**src/design/ssi_pkg.sv**
```systemverilog
package ssi_pkg;

    // Register addresses on the serial port
    localparam logic [7:0] ADDR_RAIL_HEALTH = 8'h02;
    localparam logic [7:0] ADDR_FAULT_MASK  = 8'h03;
    localparam logic [7:0] ADDR_MISC_MASK   = 8'h04;
    localparam logic [7:0] ADDR_FAULT_ACK   = 8'h05;
    localparam logic [7:0] ADDR_MISC_ACK    = 8'h06;

    // Values after reset
    localparam logic [7:0] RST_FAULT_MASK = 8'h00;
    localparam logic [7:0] RST_MISC_MASK  = 8'h00;
    localparam logic [7:0] RST_ACK        = 8'h00;
    localparam logic [7:0] RST_BYTE       = 8'h00;
    localparam logic [2:0] RST_BIT_CNT    = 3'h0;

    // Bit positions in the misc mask and misc flag registers
    localparam int BIT_CONV_DONE = 7;
    localparam int BIT_HI_Z      = 6;
    localparam int BIT_GP_TWO    = 5;
    localparam int BIT_GP_ONE    = 4;
    localparam int BIT_THERMAL   = 3;
    localparam int BIT_CHARGER   = 2;
    localparam int BIT_CONV_HIGH = 1;
    localparam int BIT_CONV_LOW  = 0;

    // Bit counter value of the last bit in a byte
    localparam logic [2:0] LAST_BIT = 3'h7;

    // Serial port defaults; device address value is arbitrary
    localparam logic [6:0] DEF_DEV_ADDR = 7'h2a;

    // Raw event and status sources, bit 7 of rail_fault is the first buck
    typedef struct packed {
        logic [7:0] rail_fault;
        logic       conv_done;
        logic       hi_z;
        logic       gp_pin_two;
        logic       gp_pin_one;
        logic       thermal;
        logic [7:0] charger_state_reg;
        logic       conv_high;
        logic       conv_low;
    } ssi_src_t;

    localparam int SRC_W = $bits(ssi_src_t);

    // Serial slave states
    typedef enum logic [3:0] {
        ST_IDLE,
        ST_ADDR,
        ST_ADDR_END,
        ST_ADDR_ACK,
        ST_WR_BYTE,
        ST_WR_END,
        ST_WR_ACK,
        ST_RD_BYTE,
        ST_RD_END,
        ST_RD_ACK,
        ST_RD_NEXT
    } ssi_state_t;

endpackage : ssi_pkg

```
**src/design/ssi_irq_ctrl.sv**
```systemverilog
`timescale 1ns/1ps
`default_nettype none

// Functional notes
// RL1: Events are only taken once the device reports normal operating mode.
// RL2: Register 02 reads rail faults, bit 7 first buck to bit 0 fifth linreg.
// RL3: ADC out-of-range kept as internal status only, no readable bit.
// RL4: Analog input high-impedance kept as internal status only.
// RL5: Thermal fault is an internal status that can raise an interrupt.
// RL6: Interrupt request drives the active-low interrupt line low.
// RL7: Register 03 masks per-rail fault interrupts; 1 blocks, 0 allows.
// RL8: Register 04 bit 7 blocks the conversion-done interrupt.
// RL9: Register 04 bit 6 blocks the high-impedance interrupt.
// RL10: Register 04 bits 5 and 4 block GPIO two and one edge interrupts.
// RL11: Register 04 bit 3 blocks the thermal fault interrupt.
// RL12: Register 04 bit 2 blocks charger status change interrupts.
// RL13: Register 04 bits 1 and 0 block ADC above-high and below-low interrupts.
// RL14: Flag bits read 1 for the causing source; writing 0 clears a flag.
// RL15: While the line is low, flags are frozen and new events ignored.
// RL16: Host writes 0 to the causing flag to release the line.
// RL17: Masks and flags reset to all zeros.

module ssi_irq_ctrl #(
    parameter logic [6:0] DEV_ADDR = ssi_pkg::DEF_DEV_ADDR
) (
    input  wire logic             clk_sys,
    input  wire logic             reset_n,
    input  wire logic             normal_mode,
    input  wire ssi_pkg::ssi_src_t src_in,
    input  wire logic             scl_in,
    input  wire logic             sda_in,
    output logic                  sda_out,
    output logic                  sda_oe,
    output logic                  int_n
);

    // Synchronised pins and sources
    ssi_pkg::ssi_src_t src_s;
    logic [1:0]        bus_s;
    logic              scl_s;
    logic              sda_s;

    // Serial slave state
    ssi_pkg::ssi_state_t st_ff,       nxt_st;
    logic [2:0]          bit_cnt_ff,  nxt_bit_cnt;
    logic [7:0]          shift_ff,    nxt_shift;
    logic [7:0]          ptr_ff,      nxt_ptr;
    logic                first_ff,    nxt_first;
    logic                rw_ff,       nxt_rw;
    logic                sda_oe_ff,   nxt_sda_oe;
    logic                scl_d_ff;
    logic                sda_d_ff;
    logic                wr_stb;
    logic [7:0]          rd_data;

    // Register and interrupt state
    logic [7:0]          fault_mask_ff, nxt_fault_mask;
    logic [7:0]          misc_mask_ff,  nxt_misc_mask;
    logic [7:0]          fault_ack_ff,  nxt_fault_ack;
    logic [7:0]          misc_ack_ff,   nxt_misc_ack;
    logic                irq_act_ff,    nxt_irq_act;
    ssi_pkg::ssi_src_t   src_d_ff;
    logic [7:0]          fault_evt;
    logic [7:0]          misc_evt;
    logic [7:0]          fault_req;
    logic [7:0]          misc_req;

    // Internal status levels with no register bit
    logic                adc_out_of_range;
    logic                hi_z_status;
    logic                thermal_status;

    // Serial pins idle high, so their chain resets high to avoid a false start
    ssi_sync3 #(
        .WIDTH     (2),
        .RESET_VAL (2'h3)
    ) u_bus_sync (
        .clk_sys  (clk_sys),
        .reset_n  (reset_n),
        .async_in ({scl_in, sda_in}),
        .sync_out (bus_s)
    );

    // Sources come from analog comparators and pins, hence synchronised
    ssi_sync3 #(
        .WIDTH     (ssi_pkg::SRC_W),
        .RESET_VAL ('0)
    ) u_src_sync (
        .clk_sys  (clk_sys),
        .reset_n  (reset_n),
        .async_in (src_in),
        .sync_out (src_s)
    );

    assign scl_s = bus_s[1];
    assign sda_s = bus_s[0];

    // Internal status kept for other logic, not mapped to any register
    assign adc_out_of_range = src_s.conv_high | src_s.conv_low; // [RL3]
    assign hi_z_status      = src_s.hi_z;                       // [RL4]
    assign thermal_status   = src_s.thermal;                    // [RL5]

    // Register read mux; unmapped addresses read zero
    always_comb
    begin
        if (ptr_ff == ssi_pkg::ADDR_RAIL_HEALTH)
            rd_data = src_s.rail_fault; // [RL2]
        else if (ptr_ff == ssi_pkg::ADDR_FAULT_MASK)
            rd_data = fault_mask_ff;
        else if (ptr_ff == ssi_pkg::ADDR_MISC_MASK)
            rd_data = misc_mask_ff;
        else if (ptr_ff == ssi_pkg::ADDR_FAULT_ACK)
            rd_data = fault_ack_ff;
        else if (ptr_ff == ssi_pkg::ADDR_MISC_ACK)
            rd_data = misc_ack_ff;
        else
            rd_data = ssi_pkg::RST_BYTE;
    end

    // Serial slave next state: sample on SCL rise, drive SDA after SCL fall
    always_comb
    begin
        logic rise;
        logic fall;
        logic start;
        logic stop;
        rise        = !scl_d_ff && scl_s;
        fall        = scl_d_ff && !scl_s;
        start       = scl_d_ff && scl_s && sda_d_ff && !sda_s;
        stop        = scl_d_ff && scl_s && !sda_d_ff && sda_s;
        nxt_st      = st_ff;
        nxt_bit_cnt = bit_cnt_ff;
        nxt_shift   = shift_ff;
        nxt_ptr     = ptr_ff;
        nxt_first   = first_ff;
        nxt_rw      = rw_ff;
        nxt_sda_oe  = sda_oe_ff;
        wr_stb      = 1'b0;
        if (start)
        begin
            nxt_st      = ssi_pkg::ST_ADDR;
            nxt_bit_cnt = ssi_pkg::RST_BIT_CNT;
            nxt_sda_oe  = 1'b0;
        end
        else if (stop)
        begin
            nxt_st     = ssi_pkg::ST_IDLE;
            nxt_sda_oe = 1'b0;
        end
        else
        begin
            case (st_ff)
                ssi_pkg::ST_ADDR, ssi_pkg::ST_WR_BYTE:
                    if (rise)
                    begin
                        nxt_shift   = {shift_ff[6:0], sda_s};
                        nxt_bit_cnt = bit_cnt_ff + 3'h1;
                        if (bit_cnt_ff == ssi_pkg::LAST_BIT)
                            nxt_st = (st_ff == ssi_pkg::ST_ADDR) ? ssi_pkg::ST_ADDR_END
                                                                 : ssi_pkg::ST_WR_END;
                    end
                ssi_pkg::ST_ADDR_END:
                    if (fall)
                    begin
                        if (shift_ff[7:1] == DEV_ADDR)
                        begin
                            nxt_sda_oe = 1'b1;
                            nxt_rw     = shift_ff[0];
                            nxt_st     = ssi_pkg::ST_ADDR_ACK;
                        end
                        else
                            nxt_st = ssi_pkg::ST_IDLE;
                    end
                ssi_pkg::ST_WR_END:
                    if (fall)
                    begin
                        nxt_sda_oe = 1'b1;
                        nxt_st     = ssi_pkg::ST_WR_ACK;
                        nxt_first  = 1'b0;
                        if (first_ff)
                            nxt_ptr = shift_ff;
                        else
                        begin
                            wr_stb  = 1'b1;
                            nxt_ptr = ptr_ff + 8'h01;
                        end
                    end
                ssi_pkg::ST_WR_ACK:
                    if (fall)
                    begin
                        nxt_sda_oe  = 1'b0;
                        nxt_bit_cnt = ssi_pkg::RST_BIT_CNT;
                        nxt_st      = ssi_pkg::ST_WR_BYTE;
                    end
                ssi_pkg::ST_ADDR_ACK, ssi_pkg::ST_RD_NEXT:
                    if (fall)
                    begin
                        nxt_bit_cnt = ssi_pkg::RST_BIT_CNT;
                        if (st_ff == ssi_pkg::ST_ADDR_ACK && !rw_ff)
                        begin
                            nxt_sda_oe = 1'b0;
                            nxt_first  = 1'b1;
                            nxt_st     = ssi_pkg::ST_WR_BYTE;
                        end
                        else
                        begin
                            // Byte is sampled here, so it cannot tear mid-transfer
                            nxt_shift  = rd_data;
                            nxt_sda_oe = !rd_data[7];
                            nxt_ptr    = ptr_ff + 8'h01;
                            nxt_st     = ssi_pkg::ST_RD_BYTE;
                        end
                    end
                ssi_pkg::ST_RD_BYTE:
                    if (rise)
                    begin
                        nxt_bit_cnt = bit_cnt_ff + 3'h1;
                        if (bit_cnt_ff == ssi_pkg::LAST_BIT)
                            nxt_st = ssi_pkg::ST_RD_END;
                    end
                    else if (fall)
                    begin
                        nxt_shift  = {shift_ff[6:0], 1'b0};
                        nxt_sda_oe = !shift_ff[6];
                    end
                ssi_pkg::ST_RD_END:
                    if (fall)
                    begin
                        nxt_sda_oe = 1'b0;
                        nxt_st     = ssi_pkg::ST_RD_ACK;
                    end
                ssi_pkg::ST_RD_ACK:
                    if (rise)
                        nxt_st = sda_s ? ssi_pkg::ST_IDLE : ssi_pkg::ST_RD_NEXT;
                default:
                    nxt_st = ssi_pkg::ST_IDLE;
            endcase
        end
    end

    // Serial slave registers
    always_ff @(posedge clk_sys or negedge reset_n)
    begin
        if (!reset_n)
        begin
            st_ff      <= ssi_pkg::ST_IDLE;
            bit_cnt_ff <= ssi_pkg::RST_BIT_CNT;
            shift_ff   <= ssi_pkg::RST_BYTE;
            ptr_ff     <= ssi_pkg::RST_BYTE;
            first_ff   <= 1'b0;
            rw_ff      <= 1'b0;
            sda_oe_ff  <= 1'b0;
            scl_d_ff   <= 1'b1;
            sda_d_ff   <= 1'b1;
        end
        else
        begin
            st_ff      <= nxt_st;
            bit_cnt_ff <= nxt_bit_cnt;
            shift_ff   <= nxt_shift;
            ptr_ff     <= nxt_ptr;
            first_ff   <= nxt_first;
            rw_ff      <= nxt_rw;
            sda_oe_ff  <= nxt_sda_oe;
            scl_d_ff   <= scl_s;
            sda_d_ff   <= sda_s;
        end
    end

    // Open drain: only ever pulls low
    assign sda_out = 1'b0;
    assign sda_oe  = sda_oe_ff;

    // Source changes; conversion done counts on its rising edge only
    always_comb
    begin
        fault_evt                         = src_s.rail_fault ^ src_d_ff.rail_fault;
        misc_evt                          = 8'h00;
        misc_evt[ssi_pkg::BIT_CONV_DONE]  = src_s.conv_done & ~src_d_ff.conv_done;
        misc_evt[ssi_pkg::BIT_HI_Z]       = hi_z_status ^ src_d_ff.hi_z;
        misc_evt[ssi_pkg::BIT_GP_TWO]     = src_s.gp_pin_two ^ src_d_ff.gp_pin_two;
        misc_evt[ssi_pkg::BIT_GP_ONE]     = src_s.gp_pin_one ^ src_d_ff.gp_pin_one;
        misc_evt[ssi_pkg::BIT_THERMAL]    = thermal_status ^ src_d_ff.thermal;
        misc_evt[ssi_pkg::BIT_CHARGER]    = |(src_s.charger_state_reg
                                              ^ src_d_ff.charger_state_reg);
        misc_evt[ssi_pkg::BIT_CONV_HIGH]  = src_s.conv_high ^ src_d_ff.conv_high;
        misc_evt[ssi_pkg::BIT_CONV_LOW]   = src_s.conv_low ^ src_d_ff.conv_low;
        // A mask bit of 1 blocks; nothing counts before normal mode
        fault_req = normal_mode ? (fault_evt & ~fault_mask_ff) : 8'h00; // [RL1] [RL7]
        misc_req  = normal_mode ? (misc_evt & ~misc_mask_ff) : 8'h00;   // [RL1] [RL8] [RL9]
    end // misc_mask_ff bits 5..0 gate GPIO, thermal, charger, range [RL10] [RL11] [RL12] [RL13]

    // Mask writes, flag capture and clearing, line control
    always_comb
    begin
        logic [7:0] ack1_clr;
        logic [7:0] ack2_clr;
        ack1_clr       = fault_ack_ff;
        ack2_clr       = misc_ack_ff;
        nxt_fault_mask = fault_mask_ff;
        nxt_misc_mask  = misc_mask_ff;
        if (wr_stb && ptr_ff == ssi_pkg::ADDR_FAULT_MASK)
            nxt_fault_mask = shift_ff; // [RL7]
        else if (wr_stb && ptr_ff == ssi_pkg::ADDR_MISC_MASK)
            nxt_misc_mask = shift_ff; // [RL8]
        else if (wr_stb && ptr_ff == ssi_pkg::ADDR_FAULT_ACK)
            ack1_clr = fault_ack_ff & shift_ff; // [RL14]
        else if (wr_stb && ptr_ff == ssi_pkg::ADDR_MISC_ACK)
            ack2_clr = misc_ack_ff & shift_ff; // [RL14]
        nxt_fault_ack = ack1_clr;
        nxt_misc_ack  = ack2_clr;
        nxt_irq_act   = irq_act_ff;
        if (!irq_act_ff || (ack1_clr == 8'h00 && ack2_clr == 8'h00))
        begin
            // Released or idle: new events load the flags; set wins over clear
            nxt_fault_ack = fault_req | ack1_clr; // [RL14] [RL16]
            nxt_misc_ack  = misc_req | ack2_clr;
            nxt_irq_act   = (fault_req != 8'h00) || (misc_req != 8'h00); // [RL6]
        end
        // Otherwise the line is low: flags frozen except host clears [RL15]
    end

    // Interrupt and register state; all masks and flags reset clear
    always_ff @(posedge clk_sys or negedge reset_n)
    begin
        if (!reset_n)
        begin
            fault_mask_ff <= ssi_pkg::RST_FAULT_MASK; // [RL17]
            misc_mask_ff  <= ssi_pkg::RST_MISC_MASK;
            fault_ack_ff  <= ssi_pkg::RST_ACK;
            misc_ack_ff   <= ssi_pkg::RST_ACK;
            irq_act_ff    <= 1'b0;
            src_d_ff      <= '0;
        end
        else
        begin
            fault_mask_ff <= nxt_fault_mask;
            misc_mask_ff  <= nxt_misc_mask;
            fault_ack_ff  <= nxt_fault_ack;
            misc_ack_ff   <= nxt_misc_ack;
            irq_act_ff    <= nxt_irq_act;
            src_d_ff      <= src_s;
        end
    end

    // Line is low exactly while a request is pending
    assign int_n = !irq_act_ff; // [RL6]

endmodule : ssi_irq_ctrl

`default_nettype wire

```
**src/design/ssi_sync3.sv**
```systemverilog
`timescale 1ns/1ps
`default_nettype none

module ssi_sync3 #(
    parameter int               WIDTH     = 1,
    parameter logic [WIDTH-1:0] RESET_VAL = '0
) (
    input  wire logic             clk_sys,
    input  wire logic             reset_n,
    input  wire logic [WIDTH-1:0] async_in,
    output logic      [WIDTH-1:0] sync_out
);

    logic [WIDTH-1:0] meta_ff;
    logic [WIDTH-1:0] mid_ff;
    logic [WIDTH-1:0] late_ff;
    logic [WIDTH-1:0] held_ff;
    logic [WIDTH-1:0] nxt_held;

    // Accept a bit only when stages two and three agree, filtering glitches
    always_comb
    begin
        for (int i = 0; i < WIDTH; i++)
        begin
            nxt_held[i] = (mid_ff[i] == late_ff[i]) ? late_ff[i] : held_ff[i];
        end
    end

    // Three-stage chain; the first stage feeds only the second
    always_ff @(posedge clk_sys or negedge reset_n)
    begin
        if (!reset_n)
        begin
            meta_ff <= RESET_VAL;
            mid_ff  <= RESET_VAL;
            late_ff <= RESET_VAL;
            held_ff <= RESET_VAL;
        end
        else
        begin
            meta_ff <= async_in;
            mid_ff  <= meta_ff;
            late_ff <= mid_ff;
            held_ff <= nxt_held;
        end
    end

    assign sync_out = held_ff;

endmodule : ssi_sync3

`default_nettype wire

```
**config.mk**
```make
export PLATFORM = sky130hd
export DESIGN_NAME = ssi_irq_ctrl
export DESIGN_NICKNAME = d
export VERILOG_FILES = /design/src/design/ssi_pkg.sv /design/src/design/ssi_irq_ctrl.sv /design/src/design/ssi_sync3.sv
export SDC_FILE = /design/constraint.sdc
export NUM_CORES = 1
export LEC_CHECK = 0
export ABC_CLOCK_PERIOD_IN_PS = 5700
export BUFFER_PORTS_ARGS = -buffer_cell sky130_fd_sc_hd__buf_4
export CORE_ASPECT_RATIO = 0.6
export CORE_MARGIN = 2
export CORE_UTILIZATION = 66
export DETAILED_ROUTE_END_ITERATION = 7
export PLACE_DENSITY = 0.94
export SETUP_SLACK_MARGIN = 0.05
export SYNTH_ARGS = -nofsm -noshare
export SYNTH_HDL_FRONTEND = slang
export SYNTH_SLANG_ARGS = --single-unit
```
**constraint.sdc**
```tcl
create_clock -name clk_sys -period 5.7 [get_ports clk_sys]
set_input_delay 0.57 -clock clk_sys [delete_from_list [all_inputs] [get_ports clk_sys]]
set_output_delay 0.57 -clock clk_sys [all_outputs]
set_load 0.005 [all_outputs]
```
==> impl_results.md, run 1 <==
* Outcome: completed
* Cell mode on critical path: nand4_1
* Startpoint types: flop
* H-tree depth at 4
* # Post-CTS Setup Buffers at 0
* Starting Density at 0.675
* Pwr Total at 0.00403 W
* WP data arrival at 3.64 ns
* Syn Area/Cell at 12.0 µm²
* F_max at 302 MHz
* Setup Skew at 0.0121 ns
* Async set or reset register ratio after synthesis at 1.00
* Largest net degree at the start of global routing at 85
* Post_cts resized at 0
* Vert. Die Dim at 87.1 µm
* Crit path max-delay family: simple AND/OR/NAND/NOR gates
* GP Congestion at 1.05
* Clk sinks at 184
* Nets at 688
* Antenna diode count at 0
* Clock slew at reported path FFs at 0.07 ns
* Slew Limit Fails at 0
* Final Hold Fails at 0
* Register area share after synthesis at 0.607
* Total of max-cap violations at 0
* Crit-path max cell delay at 0.70 ns
* Cell Pwr Density at 473 nW/µm²
* Buf/Inv on CP at 1
* CP Max Fanout at 19
* Tightest Hold Check Type: in2async
* Syn nets at 668
* Critical R2R Launch: ptr_ff[1]$_DFFE_PN0P_
* Worst rel slew slack at 0.324
* Drt wl/cell at 25.1 µm
* Commonest non-fill, non-tap cell in the layout: dfrtp_1
* Vias in the first global route at 5558
* Final instance area at 8510 µm²
* Critical-path cell list: inv_1 > ha_1 > nor4b_1 > nand4_1 > o21ai_0 > nand4_1 > or3_1 > o31ai_1
* Setup crit start: ptr_ff[1]$_DFFE_PN0P_
* Crit path max-delay cell type: or3_1
* Post-DP HPWL at 13.0 mm
* Layout filler cell count at 649
* CTS root buffer: clkbuf_16
* Drt pass-1 iters at 5
* Hold slack final at 0.0279 ns
* YS warnings at 0
* Bufs on Longest Clock Path at 2
* Clock insertion delay at the later pin of the skew report at 0.44 ns
* DRT iter0 DRCs at 846
* Post-route setup TNS at 0 ns
* Cells after Synth at 634
* Leak Pwr at 3.64 nW
* PortBufs at 29
* Vias at 5452
* Worst VDD drop at 319 µV
* DRT antenna net count at 0
* Drt via density at 6.72
* Highest-count cells in the layout ignoring fill and taps: dfrtp_1 (174), nor2_1 (39), buf_4 (33)
* Die area at 12400 µm²
* Setup violators final at 0
* Mapped Area at 7600 µm²
* Min cycle time layout at 3.31 ns
* Slew at the pin closest to its max-slew limit at 1.01 ns
* Distinct cells, synth at 68
* Core area at 11300 µm²
* Initial antenna violation count at 0
* TritonCTS buffer count at 17
* DP Area at 7870 µm²
* Layout area overhead at 11.9%
* Register bit total from synthesis at 184
* Global-route wire length before repair at 32.3 mm
* Critical Path RT at 6.03 ns
* CTS Hold Bufs at 0
* Post-route DRC at 0
* Share of layout cells above drive strength 1 at 0.168
* Die W at 143 µm
* RSZ-0062 raised after global routing: false
* Crit end category: flop
* TritonCTS clock tree: built
* GRT Overall Usage at 0.357
* GRT overflow at 0
* Crit share post-route at 0.581
* I/O pins at 31
* Top_reg_cell synth: dfrtp_1
* EDFF count, synth at 0
* Rows at 30
* Critical path type: reg2reg
* Final WL at 20.3 mm
## flip-flops by register name, indices dropped and copies added, names as in the netlist, 8 cells and up
signal / cells
u_src_sync.sync_out: 23
ptr_ff: 8
misc_mask_ff: 8
u_src_sync.meta_ff: 23
fault_ack_ff: 8
src_d_ff: 23
misc_ack_ff: 8
fault_mask_ff: 8
u_src_sync.mid_ff: 23
shift_ff: 8
u_src_sync.late_ff: 23
## power by group
group	switching (W)	internal, W
Sequential	0.000320	0.00148
Combinational	0.000578	0.000380
Clock	0.000579	0.000689
Total	0.00148	0.00255
## worst reg2reg max path, cell delays in order (launching register included)
cell	delay [ns]
dfrtp_1	0.43
inv_1	0.13
ha_1	0.51
nor4b_1	0.29
nand4_1	0.34
o21ai_0	0.34
nand4_1	0.12
or3_1	0.70
o31ai_1	0.36
## metrics by stage
step	cells	util	setup slack, ns
floorplan	634	-	3.22
global placement	779	0.699	2.49
detailed placement	779	0.699	2.41
CTS	811	0.755	2.41
global route	811	0.755	2.01
finish	811	0.755	2.39
## final cells by class
type	instances	area (µm²)	share of cell area
well taps	144	180	0.0212
flip-flops and latches	184	4620	0.543
clock inverters	14	201	0.0237
inverters	11	41.3	0.00485
multi-input cells	406	2770	0.325
repair buffers	34	259	0.0304
clock buffers	18	439	0.0516
## metal layers
metal,global-route usage,wire length [µm],vias up
li1,-,-,2325
met3,0.121,2450,73
met2,0.529,8940,385
met1,0.497,8210,2669
met5,0,0,-
met4,0.139,742,0
## kinds of logic after synthesis
group	after synthesis	synth area share
DFF	184	0.607
and+or+nand+nor	181	0.130
AOI/OAI and AO/OA	145	0.128
buffers and inverters	44	0.0288
adders and majority gates	31	0.0428
xor gates and xnor gates	25	0.0288
muxes	23	0.0337
other	1	0.000493
## Yosys cell counts, types with 9 or more instances
| cell type | n | area share |
|---|---|---|
| a21oi_1 | 32 | 0.021 |
| a31oi_1 | 9 | 0.0074 |
| and3b_1 | 9 | 0.010 |
| clkbuf_1 | 19 | 0.0094 |
| dfrtp_1 | 174 | 0.57 |
| dfstp_2 | 10 | 0.035 |
| inv_1 | 11 | 0.0054 |
| maj3_1 | 25 | 0.033 |
| mux2_2 | 21 | 0.031 |
| nand2_1 | 32 | 0.016 |
| nand3_1 | 26 | 0.017 |
| nor2_1 | 39 | 0.019 |
| nor3_1 | 15 | 0.0099 |
| o21ai_0 | 29 | 0.019 |
| xnor2_1 | 20 | 0.023 |
## final timing paths
| path | to | slack (ns) | cells after the start |
|---|---|---|---|
| max | misc_ack_ff[0]$_DFF_PN0_ | 2.39 | 8 |
| min | st_ff[1]$_DFFE_PN0P_ | 0.03 | 1 |
| max reg2reg | misc_ack_ff[0]$_DFF_PN0_ | 2.39 | 8 |
| min reg2reg | u_src_sync.mid_ff[6]$_DFF_PN0_ | 0.35 | 0 |
| max in group asynchronous | fault_mask_ff[4]$_DFFE_PN0P_ | 4.35 | 2 |
| min in group clk_sys | u_src_sync.meta_ff[21]$_DFF_PN0_ | 0.24 | 1 |
(Power assumes the default switching activity.)
==> run 2, diff against run 1 <==
--- a/config.mk
+++ b/config.mk
@@ -5,13 +5,13 @@
 export SDC_FILE = /design/constraint.sdc
 export NUM_CORES = 1
 export LEC_CHECK = 0
-export ABC_CLOCK_PERIOD_IN_PS = 5700
+export ABC_CLOCK_PERIOD_IN_PS = 3420
 export BUFFER_PORTS_ARGS = -buffer_cell sky130_fd_sc_hd__buf_4
 export CORE_ASPECT_RATIO = 0.6
 export CORE_MARGIN = 2
-export CORE_UTILIZATION = 66
+export CORE_UTILIZATION = 61
 export DETAILED_ROUTE_END_ITERATION = 7
-export PLACE_DENSITY = 0.94
+export PLACE_DENSITY = 0.89
 export SETUP_SLACK_MARGIN = 0.05
 export SYNTH_ARGS = -nofsm -noshare
 export SYNTH_HDL_FRONTEND = slang
==> constraint.sdc (replaced) <==
create_clock -name clk_sys -period 3.42 [get_ports clk_sys]
set_input_delay 0.342 -clock clk_sys [delete_from_list [all_inputs] [get_ports clk_sys]]
set_output_delay 0.342 -clock clk_sys [all_outputs]
set_load 0.005 [all_outputs]
==> run 2 against run 1 <==
Net effect:
- routed wire length shrank 12%
- sequential power grew 59%
- design area grew 1.9%
- sequential cell count is the same
- critical path type unchanged
==> impl_results.md, run 2 (synthesis results as in run 1) <==
* GP Congestion at 1.04
* Rows at 31
* CP Capture Point: misc_ack_ff[2]$_DFF_PN0_
* RSZ-0062 raised after global routing: false
* PnR worst setup slack at 0.305 ns
* Post-route DRC at 0
* F_max at 321 MHz
* Critical path type: reg2reg
* Startpoint types: flop
* Initial antenna violation count at 0
* Crit path max-delay cell type: or3_2
* GRT overflow at 0
* Dpl cells at 811
* Global-route wire length before repair at 28.6 mm
* Antenna diode count at 0
* Clock insertion delay at the later pin of the skew report at 0.43 ns
* TritonCTS clock tree: built
* Slew at the pin closest to its max-slew limit at 0.935 ns
* PortBufs at 29
* Drt wl/cell at 21.2 µm
* Starting Density at 0.628
* Bufs on Longest Clock Path at 2
* WP data arrival at 3.45 ns
* # Post-CTS Setup Buffers at 0
* Crit share post-route at 0.911
* Post-route setup TNS at 0 ns
* Drt pass-1 iters at 5
* I/O pins at 31
* Worst VDD drop at 467 µV
* DRT iter0 DRCs at 604
* Critical-path cell list: inv_1 > ha_1 > nor3b_1 > o2111ai_2 > o31ai_2 > nand4_1 > or3_2 > o31ai_1
* Clock slew at reported path FFs at 0.08 ns
* Setup violators final at 0
* CTS root buffer: clkbuf_16
* TritonCTS buffer count at 17
* Buf/Inv on CP at 1
* Drt via density at 6.30
* DRT antenna net count at 0
* Core area at 12100 µm²
* Vias at 5333
* Worst rel slew slack at 0.377
* CP Depth at 8
* Outcome: completed
* Post-DP HPWL at 12.2 mm
* CP Max Fanout at 17
* DP Worst Slack at 0.236 ns
* Total of max-cap violations at 0
* Layout Cells excl Fill at 846
* Final Hold Fails at 0
* Clk sinks at 184
* Crit path max-delay family: simple AND/OR/NAND/NOR gates
* Crit end category: flop
* Die area at 13400 µm²
* R2r endpoint: misc_ack_ff[2]$_DFF_PN0_
* Vias in the first global route at 5248
* Final WL at 17.9 mm
* Leak Pwr at 3.72 nW
* Setup crit start: ptr_ff[0]$_DFFE_PN0P_
* Reg2reg setup slack at 0.30 ns
* Layout area overhead at 14.0%
* Slew Limit Fails at 0
* Reg2Reg Depth at 8
* Highest-count cells in the layout ignoring fill and taps: dfrtp_1 (174), buf_4 (43), nor2_1 (39)
* Commonest non-fill, non-tap cell in the layout: dfrtp_1
* H-tree depth at 4
* Share of layout cells above drive strength 1 at 0.186
* Nets at 702
* Pwr Total at 0.00665 W
* Cell Pwr Density at 767 nW/µm²
* Critical Path RT at 3.76 ns
* Die W at 148 µm
* Critical R2R Launch: ptr_ff[0]$_DFFE_PN0P_
* Largest net degree at the start of global routing at 110
* Crit-path max cell delay at 0.66 ns
* GRT Overall Usage at 0.282
* Setup Skew at 0.0146 ns
* Min cycle time layout at 3.12 ns
* Tightest Hold Check Type: in2reg
* Vert. Die Dim at 90.5 µm
==> run 2: per-stage QoR <==
step                      hold WS (ns)  instance area, µm²  utilization
final                           0.0123                8670        0.716
after global routing          0.000236                8670        0.716
after CTS                     0.000164                8620        0.712
after detailed placement         0.335                7990        0.660
after global placement           0.332                7990        0.660
after floorplan                 0.0464                7600            -
==> run 2: how the worst min path moves through the flow <==
| stage | start | endpoint | slack, ns | depth (start not counted) |
|---|---|---|---|---|
| 2_1_floorplan | reset_n | bit_cnt_ff[0]$_DFFE_PN0P_ | 0.05 | 0 |
| 3_3_place_gp | u_src_sync.meta_ff[6]$_DFF_PN0_ | u_src_sync.mid_ff[6]$_DFF_PN0_ | 0.33 | 0 |
| 3_5_place_dp | u_src_sync.meta_ff[12]$_DFF_PN0_ | u_src_sync.mid_ff[12]$_DFF_PN0_ | 0.33 | 0 |
| 4_1_cts | src_in[13] | u_src_sync.meta_ff[13]$_DFF_PN0_ | 0.0002 | 1 |
| 5_1_grt | src_in[17] | u_src_sync.meta_ff[17]$_DFF_PN0_ | 0.0002 | 1 |
| 6_report | src_in[7] | u_src_sync.meta_ff[7]$_DFF_PN0_ | 0.01 | 1 |
==> run 2: area by class of cell <==
cell class	instances	area, µm²
clock inverter	14	194
timing repair buffer	48	384
fill	834	3430
tap	165	206
inverter	11	41.3
multi-input combinational	406	2790
clock buffer	18	439
sequential	184	4620
==> run 2: worst reg2reg max path: cells and delay by family, from the launching register on <==
kind / cells / cell delay [ns]
fa+ha+maj: 1 / 0.37
simple gates: 3 / 1.10
compound gates: 3 / 1.01
buf+inv: 1 / 0.15
flops: 1 / 0.42
==> run 2: timing repair <==
action                                  4_1_cts  5_1_grt
endpoints found under the setup margin        0       16
hold endpoints to repair                      0        3
resized for setup                             0        4
hold buffers                                  0        3
==> run 2: power by group <==
group | leakage (nW) | internal, W | total (W) | switching (W)
sequential | 2.16 | 0.00247 | 0.00286 | 0.000389
combinational | 1.25 | 0.000690 | 0.00173 | 0.00104
clock | 0.309 | 0.00109 | 0.00205 | 0.000965
==> run 2: per-layer routing <==
layer | share of wire | routed length [µm] | track usage | vias up
li1 | - | - | - | 2362
met1 | 0.45 | 8080 | 0.425 | 2660
met2 | 0.43 | 7700 | 0.392 | 275
met3 | 0.10 | 1850 | 0.0899 | 36
met4 | 0.015 | 277 | 0.0881 | 0
met5 | 0 | 0 | 0 | -
==> run 3, diff against run 2 <==
--- a/config.mk
+++ b/config.mk
@@ -9,9 +9,9 @@
 export BUFFER_PORTS_ARGS = -buffer_cell sky130_fd_sc_hd__buf_4
 export CORE_ASPECT_RATIO = 0.6
 export CORE_MARGIN = 2
-export CORE_UTILIZATION = 61
+export CORE_UTILIZATION = 60
 export DETAILED_ROUTE_END_ITERATION = 7
-export PLACE_DENSITY = 0.89
+export PLACE_DENSITY = 0.88
 export SETUP_SLACK_MARGIN = 0.05
 export SYNTH_ARGS = -nofsm -noshare
 export SYNTH_HDL_FRONTEND = slang
==> run 3 against run 2 <==
Net effect:
- design area is 1.7% higher
- global-route usage increased by 0.50 points
- count of clock-buffer cells in the layout fell by 1
- clock power is 3% lower
- critical path type unchanged
- critical endpoint is now misc_ack_ff[4]$_DFF_PN0_
==> impl_results.md, run 3 (synthesis results as in run 1) <==
* Outcome: completed
* WP data arrival at 3.52 ns
* Slew Limit Fails at 0
* GP Congestion at 1.06
* Min cycle time layout at 3.21 ns
* CTS root buffer: clkbuf_16
* Share of layout cells above drive strength 1 at 0.187
* Vias at 5509
* Setup violators final at 0
* Critical Path RT at 3.73 ns
* Antenna diode count at 0
* TritonCTS clock tree: built
* DRT iter0 DRCs at 624
* Post-DP HPWL at 12.1 mm
* PortBufs at 29
* Slew at the pin closest to its max-slew limit at 0.847 ns
* Drt pass-1 iters at 5
* F_max at 312 MHz
* Bufs on Longest Clock Path at 2
* Leak Pwr at 3.78 nW
* Setup Skew at 0.0110 ns
* Startpoint types: flop
* Die area at 13600 µm²
* Worst rel slew slack at 0.435
* CP Max Fanout at 17
* RSZ-0062 raised after global routing: false
* Highest-count cells in the layout ignoring fill and taps: dfrtp_1 (174), buf_4 (46), nor2_1 (39)
* Initial antenna violation count at 0
* Layout area overhead at 15.9%
* TritonCTS buffer count at 17
* Drt via density at 6.39
* Largest net degree at the start of global routing at 78
* Global routing usage on met1 at 0.437
* Crit share post-route at 0.939
* GRT Overall Usage at 0.287
* GRT overflow at 0
* Tightest Hold Check Type: in2reg
* Worst VDD drop at 422 µV
* Total of max-cap violations at 0
* Global-route wire length before repair at 29.6 mm
* Die W at 149 µm
* Final Hold Fails at 0
* H-tree depth at 4
* Post-route DRC at 0
* Clock slew at reported path FFs at 0.08 ns
* Met2 usage at 0.399
* Vias in the first global route at 5350
* DP Area at 8010 µm²
* Vert. Die Dim at 91.2 µm
* Starting Density at 0.622
* Critical path type: reg2reg
* # Post-CTS Setup Buffers at 0
* Grt met3 use at 0.0849
* Final WL at 18.3 mm
* Commonest non-fill, non-tap cell in the layout: dfrtp_1
* Nets at 718
* Pwr Total at 0.00665 W
* Clk sinks at 184
* Crit end category: flop
* Drt wl/cell at 21.3 µm
* Cell Pwr Density at 754 nW/µm²
* Grt peak-use layer: met1
* I/O pins at 31
* Rows at 31
* Final instance area at 8820 µm²
* Core area at 12200 µm²
* DRT antenna net count at 0
* Clock insertion delay at the later pin of the skew report at 0.43 ns
* Post-route setup TNS at 0 ns
==> run 3: power breakdown <==
part / total (W) / switching (W) / internal, W
sequential: 0.00287 / 0.000396 / 0.00247
clock: 0.00199 / 0.000989 / 0.00101
combinational: 0.00178 / 0.00107 / 0.000717
total: 0.00665 / 0.00245 / 0.00419
==> run 3: cell type report <==
cell class	instances	area, µm²
Multi-Input combinational cell	406	2790
Sequential cell	184	4620
Fill cell	808	3400
Clock buffer	17	425
Tap cell	165	206
Clock inverter	15	203
Inverter	11	41.3
Timing Repair Buffer	64	537
==> run 3: metal layers <==
metal	share of wire	vias to the layer above
li1	-	2381
met1	0.43	2748
met2	0.44	339
met3	0.11	41
met4	0.017	0
met5	0	-
==> run 3: what timing repair did <==
action,4_1_cts,5_1_grt
resized for setup,0,4
endpoints found under the setup margin,0,7
endpoints found under the hold margin,74,15
hold buffers,1,15
==> run 3: path summary, 6_finish.rpt <==
path	start	to	depth (start not counted)	slack [ns]
min in group asynchronous	reset_n	bit_cnt_ff[1]$_DFFE_PN0P_	2	0.50
max in group asynchronous	reset_n	scl_d_ff$_DFF_PN1_	3	2.05
setup reg to reg	ptr_ff[0]$_DFFE_PN0P_	misc_ack_ff[4]$_DFF_PN0_	8	0.21
hold / removal	src_in[11]	u_src_sync.meta_ff[11]$_DFF_PN0_	1	0.01
setup / recovery	ptr_ff[0]$_DFFE_PN0P_	misc_ack_ff[4]$_DFF_PN0_	8	0.21
hold reg to reg	u_src_sync.meta_ff[3]$_DFF_PN0_	u_src_sync.mid_ff[3]$_DFF_PN0_	0	0.35
==> run 3: per-stage QoR <==
step	util	worst slack, ns	cells	hold WS [ns]
floorplan	-	0.944	634	0.0464
global placement	0.656	0.492	814	0.331
detailed placement	0.656	0.280	814	0.336
CTS	0.708	0.186	847	0.000466
global route	0.722	0.0827	862	0.00175
finish	0.722	0.210	862	0.0146
==> run 3: worst max-delay path: stages (launching register included) <==
cell,delay [ns]
dfrtp_1,0.42
inv_1,0.15
ha_1,0.19
nor3b_1,0.25
o2111ai_1,0.45
o31ai_1,0.42
nand4_1,0.16
or3_2,0.65
o31ai_1,0.39
